==> config.mk <==
export PLATFORM = sky130hd
export DESIGN_NAME = imu_status_result_regs
export DESIGN_NICKNAME = d
export VERILOG_FILES = /design/src/imu_status_pkg.sv /design/src/imu_sync3.sv /design/src/imu_remap_check.sv /design/src/imu_status_result_regs.sv
export SDC_FILE = /design/constraint.sdc
export NUM_CORES = 1
export LEC_CHECK = 0
export BUFFER_PORTS_ARGS = -buffer_cell sky130_fd_sc_hd__buf_2
export CAP_MARGIN = 20
export CORE_ASPECT_RATIO = 0.8
export CORE_MARGIN = 5
export CORE_UTILIZATION = 25
export DETAILED_ROUTE_END_ITERATION = 10
export GPL_TIMING_DRIVEN = 1
export REMOVE_ABC_BUFFERS = 1
export SYNTH_ARGS = -nofsm -noshare
export SYNTH_HDL_FRONTEND = slang
export SYNTH_SLANG_ARGS = --single-unit
==> constraint.sdc <==
create_clock -name i_clk -period 2.3 [get_ports i_clk]
set_input_delay 0.115 -clock i_clk [delete_from_list [all_inputs] [get_ports i_clk]]
set_output_delay 0.115 -clock i_clk [all_outputs]
set_load 0.02 [all_outputs]
==> src/imu_status_pkg.sv <==
// Package: register offsets, field layouts, codes and carrier structs for the status block
package imu_status_pkg;

  // ----------------------------------------------------------------
  // Register offsets
  // ----------------------------------------------------------------
  localparam logic [7:0] OFS_FEATURE_EVENT = 8'h1C;
  localparam logic [7:0] OFS_SYSTEM_EVENT = 8'h1D;
  localparam logic [7:0] OFS_STEP_LOW = 8'h1E;
  localparam logic [7:0] OFS_STEP_HIGH = 8'h1F;
  localparam logic [7:0] OFS_GEST_ACT = 8'h20;
  localparam logic [7:0] OFS_INTERNAL = 8'h21;
  localparam logic [7:0] OFS_IRQ_ENABLE = 8'h40;
  localparam logic [7:0] OFS_IRQ_STATUS = 8'h41;
  localparam logic [7:0] OFS_IRQ_CLEAR = 8'h42;
  localparam logic [7:0] OFS_REMAP = 8'h43;
  localparam logic [7:0] OFS_RATE_CFG = 8'h44;

  // ----------------------------------------------------------------
  // Reset values and field positions
  // ----------------------------------------------------------------
  localparam logic [7:0] RST_BYTE = 8'h00;
  localparam logic [15:0] RST_STEP = 16'h0000;
  localparam logic [7:0] FEATURE_MASK = 8'h7F;
  localparam logic [7:0] SYSTEM_MASK = 8'hE7;
  localparam int BIT_REMAP_ERR = 5;
  localparam int BIT_RATE_ERR = 6;
  localparam logic [3:0] RATE_MIN_50HZ = 4'h5;
  localparam logic [5:0] RST_REMAP = 6'h24;
  localparam logic [3:0] RST_RATE = 4'h8;
  localparam logic [1:0] IRQ_FEATURE = 2'h1;
  localparam logic [1:0] IRQ_SYSTEM = 2'h2;
  localparam int SERIAL_BITS = 8;

  // ----------------------------------------------------------------
  // Codes
  // ----------------------------------------------------------------
  typedef enum logic [2:0] {
    GEST_UNKNOWN = 3'h0, GEST_PUSH_DOWN = 3'h1, GEST_PIVOT_UP = 3'h2,
    GEST_SHAKE = 3'h3, GEST_FLICK_IN = 3'h4, GEST_FLICK_OUT = 3'h5
  } gesture_t;
  typedef enum logic [1:0] {
    ACT_STILL = 2'h0, ACT_WALKING = 2'h1, ACT_RUNNING = 2'h2, ACT_UNKNOWN = 2'h3
  } activity_t;
  typedef enum logic [3:0] {
    MSG_NOT_INIT = 4'h0, MSG_INIT_OK = 4'h1, MSG_INIT_ERR = 4'h2, MSG_DRV_ERR = 4'h3,
    MSG_SNS_STOP = 4'h4, MSG_NVM_ERR = 4'h5, MSG_START_ERR = 4'h6, MSG_COMPAT_ERR = 4'h7
  } message_t;

  // ----------------------------------------------------------------
  // Carriers
  // ----------------------------------------------------------------
  typedef struct packed {
    logic [7:0] addr;
    logic [7:0] wdata;
    logic wr;
    logic rd;
  } reg_req_t;

  typedef struct packed {
    logic [6:0] feature;
    logic [5:0] system;
  } event_pulses_t;

  typedef struct packed {
    logic init_done;
    logic [2:0] gesture;
    logic [1:0] activity;
    logic result_valid;
    logic [15:0] steps;
    logic msg_valid;
    logic [3:0] message;
  } engine_result_t;

endpackage

==> src/imu_sync3.sv <==
// Three-stage synchroniser with agreement filter for one pin
`timescale 1ns/1ps
`default_nettype none
module imu_sync3 (
  input wire logic i_clk,
  input wire logic i_rstn,
  input wire logic i_async,
  output logic o_level
);
  logic s1_q;
  logic s2_q;
  logic s3_q;

  // Shift chain; first stage feeds only the second
  always_ff @(posedge i_clk or negedge i_rstn) begin
    if (!i_rstn) begin
      s1_q <= 1'b0;
      s2_q <= 1'b0;
      s3_q <= 1'b0;
    end else begin
      s1_q <= i_async;
      s2_q <= s1_q;
      s3_q <= s2_q;
    end
  end

  // Level changes only once stages two and three agree
  always_ff @(posedge i_clk or negedge i_rstn) begin
    if (!i_rstn) begin
      o_level <= 1'b0;
    end else if (s2_q == s3_q) begin
      o_level <= s3_q;
    end
  end
endmodule
`default_nettype wire

==> src/imu_remap_check.sv <==
// Axis remap and feature rate fault checker
`timescale 1ns/1ps
`default_nettype none
module imu_remap_check (
  input wire logic i_clk,
  input wire logic i_rstn,
  input wire logic [5:0] i_remap,
  input wire logic [3:0] i_rate,
  input wire logic i_needs_50hz,
  output logic o_remap_fault,
  output logic o_feature_rate_fault
);
  wire [1:0] map_x = i_remap[1:0];
  wire [1:0] map_y = i_remap[3:2];
  wire [1:0] map_z = i_remap[5:4];
  wire dup = (map_x == map_y) || (map_x == map_z) || (map_y == map_z);
  wire slow = i_needs_50hz && (i_rate < imu_status_pkg::RATE_MIN_50HZ);

  // Register both faults
  always_ff @(posedge i_clk or negedge i_rstn) begin
    if (!i_rstn) begin
      o_remap_fault <= 1'b0;
      o_feature_rate_fault <= 1'b0;
    end else begin
      o_remap_fault <= dup;
      o_feature_rate_fault <= slow;
    end
  end
endmodule
`default_nettype wire

==> src/imu_status_result_regs.sv <==
// Status and result register bank of the motion sensor
// Functional notes
// Feature event flags clear on read, reset zero
// System flags clear after bit 0 shifted
// Feature bits 0..6 per event, bit7 zero
// System bits 0,1,2,5,6,7 per event
// System bits 3 and 4 read zero
// Step count low/high bytes, reset zero
// Gesture code in bits 2:0
// Gesture reads unknown after init
// Activity in bits 4:3, unknown after init
// Status message in bits 3:0
// Bit 5 flags duplicate axis remap
// Bit 6 flags too slow feature rate
// Bits 4,7 zero, register resets zero
//
// The strobed register port is this design's own decision.
`timescale 1ns/1ps
`default_nettype none
module imu_status_result_regs (
  input wire logic i_clk,
  input wire logic i_rstn,
  input wire logic [7:0] i_addr,
  input wire logic [7:0] i_wdata,
  input wire logic i_wr,
  input wire logic i_rd,
  input wire logic i_bit0_shifted,
  input wire logic [6:0] i_feature_evt,
  input wire logic [5:0] i_system_evt,
  input wire logic i_init_done,
  input wire logic [2:0] i_gesture,
  input wire logic [1:0] i_activity,
  input wire logic i_result_valid,
  input wire logic [15:0] i_steps,
  input wire logic i_msg_valid,
  input wire logic [3:0] i_message,
  input wire logic i_needs_50hz,
  input wire logic i_stop_pin,
  output logic [7:0] o_rdata,
  output logic o_irq
);
  imu_status_pkg::reg_req_t req;
  imu_status_pkg::event_pulses_t evt;
  imu_status_pkg::engine_result_t res;

  logic [7:0] feat_q;
  logic [7:0] sys_q;
  logic [15:0] step_q;
  logic [2:0] gest_q;
  logic [1:0] act_q;
  logic [3:0] msg_q;
  logic [5:0] remap_q;
  logic [3:0] rate_q;
  logic [1:0] irq_en_q;
  logic [1:0] irq_st_q;
  logic sys_rd_pend_q;
  logic [7:0] sys_seen_q;
  logic [7:0] rdata_d;
  logic remap_fault;
  logic rate_fault;
  logic stop_level;

  // ----------------------------------------------------------------
  // Bundling
  // ----------------------------------------------------------------
  assign req = '{addr: i_addr, wdata: i_wdata, wr: i_wr, rd: i_rd};
  assign evt = '{feature: i_feature_evt, system: i_system_evt};
  assign res = '{init_done: i_init_done, gesture: i_gesture, activity: i_activity,
                 result_valid: i_result_valid, steps: i_steps,
                 msg_valid: i_msg_valid, message: i_message};

  // Address hit helper
  function automatic logic hit(input logic [7:0] a, input logic [7:0] ofs);
    hit = (a == ofs);
  endfunction

  // ----------------------------------------------------------------
  // Decode
  // ----------------------------------------------------------------
  wire rd_feat = req.rd && hit(req.addr, imu_status_pkg::OFS_FEATURE_EVENT);
  wire rd_sys = req.rd && hit(req.addr, imu_status_pkg::OFS_SYSTEM_EVENT);
  wire wr_en = req.wr && hit(req.addr, imu_status_pkg::OFS_IRQ_ENABLE);
  wire wr_clr = req.wr && hit(req.addr, imu_status_pkg::OFS_IRQ_CLEAR);
  wire wr_remap = req.wr && hit(req.addr, imu_status_pkg::OFS_REMAP);
  wire wr_rate = req.wr && hit(req.addr, imu_status_pkg::OFS_RATE_CFG);
  // System flags are cleared only when bit 0 has left the serial shifter
  wire sys_clear = sys_rd_pend_q && i_bit0_shifted;
  wire [7:0] feat_set = {1'b0, evt.feature};
  wire [7:0] sys_set = {evt.system[5:3], 2'b00, evt.system[2:0]}; // see R4
  wire [7:0] internal_rd = {1'b0, rate_fault, remap_fault, 1'b0, msg_q};
  wire [7:0] feat_next = ((rd_feat ? 8'h00 : feat_q) | feat_set) & imu_status_pkg::FEATURE_MASK;
  // Only flags the pending read reported are dropped; later events survive
  wire [7:0] sys_drop = sys_clear ? sys_seen_q : 8'h00;
  wire [7:0] sys_next = ((sys_q & ~sys_drop) | sys_set) & imu_status_pkg::SYSTEM_MASK;
  // Any other read strobe abandons a partial read of the system flags
  wire sys_rd_pend_d = req.rd ? rd_sys : (i_bit0_shifted ? 1'b0 : sys_rd_pend_q);
  wire [1:0] irq_set = {|sys_set, |feat_set};
  wire [1:0] irq_next = (irq_st_q & ~(wr_clr ? req.wdata[1:0] : 2'b00)) | irq_set;

  // Read mux, unmapped offsets read zero
  always_comb begin
    rdata_d = 8'h00;
    case (req.addr)
      imu_status_pkg::OFS_FEATURE_EVENT: rdata_d = feat_q;
      imu_status_pkg::OFS_SYSTEM_EVENT: rdata_d = sys_q;
      imu_status_pkg::OFS_STEP_LOW: rdata_d = step_q[7:0];
      imu_status_pkg::OFS_STEP_HIGH: rdata_d = step_q[15:8];
      imu_status_pkg::OFS_GEST_ACT: rdata_d = {3'b000, act_q, gest_q}; // see R7
      imu_status_pkg::OFS_INTERNAL: rdata_d = internal_rd;
      imu_status_pkg::OFS_IRQ_ENABLE: rdata_d = {6'h00, irq_en_q};
      imu_status_pkg::OFS_IRQ_STATUS: rdata_d = {6'h00, irq_st_q};
      imu_status_pkg::OFS_REMAP: rdata_d = {2'b00, remap_q};
      imu_status_pkg::OFS_RATE_CFG: rdata_d = {4'h0, rate_q};
      default: rdata_d = 8'h00;
    endcase
    if (!req.rd) begin
      rdata_d = 8'h00;
    end
  end

  // ----------------------------------------------------------------
  // Sub-blocks
  // ----------------------------------------------------------------
  imu_remap_check u_check (
    .i_clk(i_clk),
    .i_rstn(i_rstn),
    .i_remap(remap_q),
    .i_rate(rate_q),
    .i_needs_50hz(i_needs_50hz),
    .o_remap_fault(remap_fault),
    .o_feature_rate_fault(rate_fault)
  );

  imu_sync3 u_stop (
    .i_clk(i_clk),
    .i_rstn(i_rstn),
    .i_async(i_stop_pin),
    .o_level(stop_level)
  );

  // ----------------------------------------------------------------
  // Event flags; a set in the clearing cycle wins
  // ----------------------------------------------------------------
  always_ff @(posedge i_clk or negedge i_rstn) begin
    if (!i_rstn) begin
      feat_q <= imu_status_pkg::RST_BYTE;
      sys_q <= imu_status_pkg::RST_BYTE;
      sys_rd_pend_q <= 1'b0;
      sys_seen_q <= imu_status_pkg::RST_BYTE;
    end else begin
      feat_q <= feat_next;
      sys_q <= sys_next;
      sys_rd_pend_q <= sys_rd_pend_d;
      if (rd_sys) begin
        sys_seen_q <= sys_q;
      end
    end
  end

  // Results from the feature engines
  always_ff @(posedge i_clk or negedge i_rstn) begin
    if (!i_rstn) begin
      step_q <= imu_status_pkg::RST_STEP;
      gest_q <= 3'b000;
      act_q <= 2'b00;
    end else if (res.result_valid) begin
      step_q <= res.steps;
      gest_q <= res.gesture;
      act_q <= res.activity;
    end else if (res.init_done) begin
      gest_q <= imu_status_pkg::GEST_UNKNOWN;
      act_q <= imu_status_pkg::ACT_UNKNOWN;
    end
  end

  // Status message; stop pin overrides to sensor stopped
  always_ff @(posedge i_clk or negedge i_rstn) begin
    if (!i_rstn) begin
      msg_q <= imu_status_pkg::MSG_NOT_INIT;
    end else if (stop_level) begin
      msg_q <= imu_status_pkg::MSG_SNS_STOP;
    end else if (res.msg_valid) begin
      msg_q <= res.message;
    end
  end

  // Software configuration and interrupt control
  always_ff @(posedge i_clk or negedge i_rstn) begin
    if (!i_rstn) begin
      remap_q <= imu_status_pkg::RST_REMAP;
      rate_q <= imu_status_pkg::RST_RATE;
      irq_en_q <= 2'b00;
      irq_st_q <= 2'b00;
    end else begin
      if (wr_remap) begin
        remap_q <= req.wdata[5:0];
      end
      if (wr_rate) begin
        rate_q <= req.wdata[3:0];
      end
      if (wr_en) begin
        irq_en_q <= req.wdata[1:0];
      end
      irq_st_q <= irq_next;
    end
  end

  // Registered outputs
  always_ff @(posedge i_clk or negedge i_rstn) begin
    if (!i_rstn) begin
      o_rdata <= 8'h00;
      o_irq <= 1'b0;
    end else begin
      o_rdata <= rdata_d;
      o_irq <= |(irq_next & irq_en_q);
    end
  end

  // ----------------------------------------------------------------
  // Assertions
  // ----------------------------------------------------------------
  property p_feat_clear;
    @(posedge i_clk) disable iff (!i_rstn)
      rd_feat && (evt.feature == 7'h00) |=> (feat_q == 8'h00);
  endproperty
  a_feat_clear: assert property (p_feat_clear) else $error("feature flags not cleared");

  property p_sys_hold;
    @(posedge i_clk) disable iff (!i_rstn)
      rd_sys && !i_bit0_shifted |=> (sys_q & $past(sys_q)) == $past(sys_q);
  endproperty
  a_sys_hold: assert property (p_sys_hold) else $error("system flags lost early");

  property p_feat_set;
    @(posedge i_clk) disable iff (!i_rstn)
      evt.feature[0] |=> feat_q[0] && !feat_q[7];
  endproperty
  a_feat_set: assert property (p_feat_set) else $error("feature flag not set");

  property p_sys_set;
    @(posedge i_clk) disable iff (!i_rstn)
      evt.system[5] |=> sys_q[7];
  endproperty
  a_sys_set: assert property (p_sys_set) else $error("accel ready not set");

  property p_sys_resv;
    @(posedge i_clk) disable iff (!i_rstn)
      rd_sys |=> o_rdata[4:3] == 2'b00;
  endproperty
  a_sys_resv: assert property (p_sys_resv) else $error("reserved system bits set");

  property p_step_read;
    @(posedge i_clk) disable iff (!i_rstn)
      req.rd && hit(req.addr, imu_status_pkg::OFS_STEP_HIGH) |=> o_rdata == $past(step_q[15:8]);
  endproperty
  a_step_read: assert property (p_step_read) else $error("step high byte wrong");

  property p_gest_init;
    @(posedge i_clk) disable iff (!i_rstn)
      res.init_done && !res.result_valid |=> gest_q == 3'b000 && act_q == 2'b11;
  endproperty
  a_gest_init: assert property (p_gest_init) else $error("init result not unknown");

  property p_internal;
    @(posedge i_clk) disable iff (!i_rstn)
      req.rd && hit(req.addr, imu_status_pkg::OFS_INTERNAL) |=> !o_rdata[7] && !o_rdata[4];
  endproperty
  a_internal: assert property (p_internal) else $error("internal reserved bits set");

  property p_sys_set_wins;
    @(posedge i_clk) disable iff (!i_rstn)
      evt.system != 6'h00 |=> (sys_q & $past(sys_set)) == $past(sys_set);
  endproperty
  a_sys_set_wins: assert property (p_sys_set_wins) else $error("system flag lost");

  property p_sys_clear;
    @(posedge i_clk) disable iff (!i_rstn)
      sys_clear && (evt.system == 6'h00) |=> (sys_q & $past(sys_seen_q)) == 8'h00;
  endproperty
  a_sys_clear: assert property (p_sys_clear) else $error("system flags not cleared");

  property p_step_low;
    @(posedge i_clk) disable iff (!i_rstn)
      req.rd && hit(req.addr, imu_status_pkg::OFS_STEP_LOW) |=> o_rdata == $past(step_q[7:0]);
  endproperty
  a_step_low: assert property (p_step_low) else $error("step low byte wrong");

  property p_result_load;
    @(posedge i_clk) disable iff (!i_rstn)
      res.result_valid |=> gest_q == $past(res.gesture) && act_q == $past(res.activity);
  endproperty
  a_result_load: assert property (p_result_load) else $error("result not loaded");

  property p_msg_load;
    @(posedge i_clk) disable iff (!i_rstn)
      res.msg_valid && !stop_level |=> msg_q == $past(res.message);
  endproperty
  a_msg_load: assert property (p_msg_load) else $error("status message not loaded");

  property p_remap_fault;
    @(posedge i_clk) disable iff (!i_rstn)
      (remap_q[1:0] == remap_q[3:2]) |=> remap_fault;
  endproperty
  a_remap_fault: assert property (p_remap_fault) else $error("remap fault missing");

  property p_rate_fault;
    @(posedge i_clk) disable iff (!i_rstn)
      i_needs_50hz && (rate_q < imu_status_pkg::RATE_MIN_50HZ) |=> rate_fault;
  endproperty
  a_rate_fault: assert property (p_rate_fault) else $error("rate fault missing");

  property p_stop;
    @(posedge i_clk) disable iff (!i_rstn)
      stop_level |=> msg_q == imu_status_pkg::MSG_SNS_STOP;
  endproperty
  a_stop: assert property (p_stop) else $error("stop message missing");
endmodule
`default_nettype wire

==> impl_metrics.py, run 1 <==
metrics = {
    "cells_and_area": {
        "post-route-cell-area_mm2": 0.00439,
        "areaGrowthSynthToFinish_pct": 30.4,
        "fin_nets": 427,
        "fillers": 1380,
        "post-route-util": 0.328,
        "final_common_cell": "dfrtp_1",
        "layout_common_cells": "dfrtp_1, buf_2, mux2_2",
        "diodes": 0,
        "instances_no_fill": 548,
        "final_layout_size_suffix_gt1_frac": 0.367,
    },
    "critical_path": {
        "worst-setup-path-type": "input port to register",
        "endpoint_kind": "register",
        "startpoint_type": "input port",
        "slowest_stage": "o31ai_1",
        "path_cells": "buf_2 -> nand2b_1 -> nor2_1 -> buf_4 -> o31ai_1 -> a31oi_1",
        "cp.arrival_ns": 1.82,
        "cpPeakStageDelay_ns": 0.79,
        "worst_ep_required_time_ns": 2.46,
        "cp_max_fo": 9,
    },
    "timing": {
        "rsz0062_at_grt": "false",
        "relSlewSlack": 0.384,
        "max_freq_mhz": 599,
        "min_period_ns": 1.67,
        "worst_pin_slew_ns": 0.917,
        "setup_ws_ns": 0.631,
        "setup-violations-final": 0,
        "period_share": 0.726,
        "whs_ns": 0.00878,
        "final_max_slew_viol_count": 0,
        "tns_ns": 0,
        "hold_viol": 0,
        "skew_ns": 0.00835,
    },
    "pwr": {
        "vdd_ir_drop_max_v": 0.000355,
        "p_total_mw": 3.10,
        "power_density_mw_per_mm2": 706,
        "p_leak_nw": 1.91,
    },
    "global_route": {
        "antenna_found_initial": 0,
        "track_usage": 0.118,
        "grt_first_pass_wirelength_mm": 14.3,
        "gr-total-overflow": 0,
        "grt_max_degree": 75,
        "first_global_vias": 2638,
    },
    "detailed_routing": {
        "routedWlPerCell_um": 16.5,
        "ant_nets": 0,
        "via_per_inst": 4.62,
        "drtIter0Drc": 138,
        "vias": 2533,
        "firstDrtPassIters": 4,
        "wl_mm": 9.07,
        "drc": 0,
    },
    "clock_tree": {
        "path_clk_slew_ns": 0.05,
        "htreeDepth": 3,
        "cts_root_buf": "clkbuf_16",
        "clock_path_buffers": 2,
        "numCtsBuffers": 9,
        "tritoncts": "done",
        "clk_latency_ns": 0.33,
        "cts_sinks": 74,
    },
    "place": {
        "place_area_mm2": 0.00393,
        "gp_congestion": 0.843,
        "place_ws_ns": 0.325,
        "port-buffer-count": 70,
        "dp_cells": 516,
        "hpwl_mm": 6.82,
    },
    "yosys": {
        "synthArstFlopShare": 1.00,
        "synthCells": 276,
        "synth_area_mm2": 0.00337,
        "synth_warnings": 0,
        "ys_types": 47,
        "synthFlopType": "dfrtp_1",
        "synth-seq-cells": 74,
        "yosysSeqAreaShare": 0.551,
        "synth-edff-count": 0,
        "syn_area_per_cell_um2": 12.2,
    },
    "floorplanning": {
        "pin_count": 73,
        "die_h_um": 114,
        "design.core.area_mm2": 0.0134,
        "placementRows": 38,
        "die_w_um": 140,
        "dieArea_mm2": 0.0159,
        "start_util": 0.251,
    },
    "flow_run": {
        "maxCapViolations": 0,
    },
    "outcome": {
        "status": "finished, final reports clean",
    },
    "min_path": {
        "holdCritPathClass": "input port to register",
    },
}
-- path summary, 6_finish.rpt --
check,to,slack [ns],start,cells past startpoint
worst max-delay path,o_rdata[2],0.63,i_addr[5],6
min in group asynchronous,u_stop.s3_q,0.34,i_rstn,3
worst min-delay path,gest_q[2],0.009,i_gesture[2],3
max in group asynchronous,rate_q[3],1.60,i_rstn,3
worst max register to register,o_rdata[2],0.90,sys_q[2],3
worst min register to register,u_stop.s2_q,0.35,u_stop.s1_q,0
-- registers in the layout, summed over array words and instances, names as in the netlist, 2 cells and up --
name / count
irq_en_q: 2
rate_q: 4
gest_q: 3
feat_q: 7
sys_q: 6
o_rdata: 8
msg_q: 4
remap_q: 6
irq_st_q: 2
sys_seen_q: 6
act_q: 2
step_q: 16
-- where the power goes --
part,internal [mW],total [mW],switching (mW)
clock,0.895,1.39,0.493
combinational,0.150,0.299,0.149
sequential,1.37,1.42,0.0431
-- critical path: cells and delay by family --
| family | cells | cell delay [ns] |
|---|---|---|
| simple gates | 2 | 0.42 |
| compound gates | 2 | 0.93 |
| buf+inv | 2 | 0.37 |
-- cell families after synthesis --
logic type      count (synthesis)  share of synthesized area
xor+xnor                        6                     0.0156
mux                            48                      0.167
simple gates                   75                      0.129
fa+ha+maj                       1                    0.00297
compound gates                 52                      0.110
flops                          74                      0.551
buf+inv                        20                     0.0241
-- final cells by class --
class	count	area, µm²	share of cell area
clock buffers	13	260	0.0592
clock inverters	3	40.0	0.00911
inverters	5	18.8	0.00427
multi-input cells	182	1430	0.326
flip-flops and latches	74	1860	0.422
well taps	180	225	0.0513
repair buffers	91	561	0.128
-- synth_stat cells, types with 4 or more instances --
master / n / area (µm²)
nand2b_1: 4 / 25.0
nand3_1: 4 / 20.0
dfrtp_1: 71 / 1780
nor4_1: 6 / 37.5
buf_2: 5 / 25.0
o21ai_0: 8 / 40.0
a32oi_1: 5 / 43.8
clkbuf_1: 9 / 33.8
nand2_1: 23 / 86.3
nor2_1: 13 / 48.8
mux2_2: 36 / 405
nor3_1: 6 / 30.0
a21o_1: 13 / 97.6
a21oi_1: 4 / 20.0
xnor2_1: 4 / 35.0
a31oi_1: 4 / 25.0
mux2i_1: 9 / 90.1
inv_1: 5 / 18.8
o2bb2ai_1: 4 / 35.0
a22oi_1: 4 / 30.0
-- metal layers --
metal / track usage / wire [µm]
met1: 0.158 / 4300
met2: 0.180 / 4180
met3: 0.0411 / 549
met4: 0.0329 / 40
met5: 0 / 0
-- timing repair --
item | 4_1_cts | 5_1_grt
gates resized for setup | 0 | 0
hold buffers | 15 | 1
setup buffers | 0 | 0
endpoints found under the hold margin | 85 | 1
Power figures use the tool's default switching activity.
==> run 2, diff against run 1 <==
Clock period 2.3 ns to 1.4 ns, I/O delays scaled along.
==> run 2 against run 1 <==
  * Core utilization grew 4.3 points
  * First-iteration DRC count shrank 8.7%
  * Largest power group unchanged
  * Combinational power grew 110%
  * Clock skew shrank 0.0016 ns
  * Cell count grew 10%
  * Largest cell class unchanged
  * Sequential cell count is the same
==> impl_metrics.py, run 2 (synthesized netlist as in run 1, its figures left out) <==
metrics = {
    "outcome": {
        "status": "finished, final reports clean",
    },
    "floorplanning": {
        "dieArea_mm2": 0.0159,
        "design.core.area_mm2": 0.0134,
        "die_w_um": 140,
        "pin_count": 73,
        "start_util": 0.251,
        "placementRows": 38,
        "die_h_um": 114,
    },
    "detailed_routing": {
        "ant_nets": 0,
        "wl_mm": 9.69,
        "vias": 2804,
        "routedWlPerCell_um": 16.0,
        "drc": 0,
        "firstDrtPassIters": 4,
        "drtIter0Drc": 126,
        "via_per_inst": 4.63,
    },
    "timing": {
        "max_freq_mhz": 741,
        "min_period_ns": 1.35,
        "tns_ns": 0,
        "setup-violations-final": 0,
        "final_max_slew_viol_count": 0,
        "worst_pin_slew_ns": 0.522,
        "hold_viol": 0,
        "relSlewSlack": 0.650,
        "setup_ws_ns": 0.0498,
        "skew_ns": 0.00673,
        "period_share": 0.964,
        "rsz0062_at_grt": "false",
    },
    "global_route": {
        "first_global_vias": 3015,
        "gr-total-overflow": 0,
        "grt_first_pass_wirelength_mm": 16.0,
        "grt_max_degree": 23,
        "antenna_found_initial": 0,
        "track_usage": 0.129,
    },
    "place": {
        "hpwl_mm": 7.21,
        "port-buffer-count": 70,
        "place_ws_ns": -0.409,
        "gp_congestion": 0.836,
    },
    "pwr": {
        "p_leak_nw": 2.20,
        "power_density_mw_per_mm2": 1050,
        "vdd_ir_drop_max_v": 0.000625,
    },
    "critical_path": {
        "worst_ep_required_time_ns": 1.62,
        "cp.arrival_ns": 1.57,
        "worstPathBufferInverterCount": 2,
        "path_cells": "buf_2 -> or4b_4 -> buf_6 -> nor3_4 -> nand4_4 -> mux2_2",
        "reg2reg_slack_ns": 0.07,
        "cp_max_fo": 6,
        "worst-setup-path-type": "input port to register",
        "endpoint_kind": "register",
        "startpoint_type": "input port",
        "critPathTopFamily": "simple AND/OR/NAND/NOR gates",
        "slowest_stage": "or4b_4",
        "cpPeakStageDelay_ns": 0.53,
    },
    "cells_and_area": {
        "largest_reg_flops": 16,
        "areaGrowthSynthToFinish_pct": 47.4,
        "fin_nets": 484,
        "multi_input_area_mm2": 0.00148,
        "layout_common_cells": "dfrtp_1, buf_2, dlygate4sd3_1",
        "final-seq-area_mm2": 0.00186,
        "fillers": 1338,
        "final_common_cell": "dfrtp_1",
        "final_layout_size_suffix_gt1_frac": 0.398,
        "max_flop_register": "step_q",
        "largest_registers": "step_q (16), o_rdata (8), feat_q (7)",
        "diodes": 0,
    },
    "min_path": {
        "holdCritPathClass": "input port to register",
    },
    "clock_tree": {
        "htreeDepth": 3,
        "cts_sinks": 74,
        "clock_path_buffers": 2,
        "path_clk_slew_ns": 0.05,
        "tritoncts": "done",
        "postCtsSetupRepairBufs": 0,
        "cts_root_buf": "clkbuf_16",
        "clk_latency_ns": 0.34,
        "numCtsBuffers": 9,
    },
    "flow_run": {
        "maxCapViolations": 0,
    },
}
[run 2: cell count changes in the layout (fill, tap and decap cells not counted), sizes merged]
| cell | change |
|---|---|
| clkbuf | -2 |
| clkinv | +2 |
| dlygate4sd3 | +30 |
| buf | +27 |
[run 2: per-layer routing]
metal / share of wire / GRT usage / vias up
li1: - / - / 1306
met1: 0.45 / 0.173 / 1403
met2: 0.47 / 0.203 / 86
met3: 0.066 / 0.0398 / 9
met4: 0.011 / 0.0355 / 0
met5: 0 / 0 / -
[run 2: per-stage QoR]
| step | hold WS, ns | utilization | power [mW] | area, µm² | cells |
|---|---|---|---|---|---|
| floorplan | -0.226 | - | 2.54 | 3310 | 261 |
| global placement | 0.0223 | 0.310 | 2.86 | 4160 | 543 |
| CTS | 0.000276 | 0.367 | 5.27 | 4920 | 605 |
| detailed placement | 0.0236 | 0.310 | 2.88 | 4160 | 543 |
| global route | 0.0233 | 0.370 | 5.46 | 4970 | 605 |
| finish | 0.0130 | 0.370 | 5.21 | 4970 | 605 |
[run 2: area by class of cell]
type / count / area share
timing repair buffer: 148 / 0.220
multi-input combinational: 182 / 0.298
tap: 180 / 0.0453
inverter: 5 / 0.00378
clock inverter: 5 / 0.0108
sequential: 74 / 0.374
clock buffer: 11 / 0.0489
[run 2: worst register-to-register path: cells and delay by family (launching register included)]
| kind | cells | cell delay (ns) |
|---|---|---|
| compound gates | 2 | 0.27 |
| flops | 1 | 0.41 |
| mux | 1 | 0.51 |
[run 2: what timing repair did]
item	in CTS	in global routing
hold buffers	46	0
pin swaps	0	2
hold endpoints to repair	58	0
resized for setup	1	7
setup endpoints to repair	1	13
[run 2: power by group]
group	internal [mW]	switching [mW]
registers	2.25	0.0729
clock network	1.42	0.843
logic	0.350	0.275
total	4.02	1.19
[run 2: final timing paths]
kind	startpoint	to	cells after the start
max in group asynchronous	i_rstn	remap_q[5]	3
setup reg to reg	sys_q[0]	o_rdata[0]	3
min in group asynchronous	i_rstn	o_rdata[4]	2
hold / removal	i_message[0]	msg_q[0]	3
setup / recovery	i_addr[4]	remap_q[4]	6
hold reg to reg	u_stop.s1_q	u_stop.s2_q	0
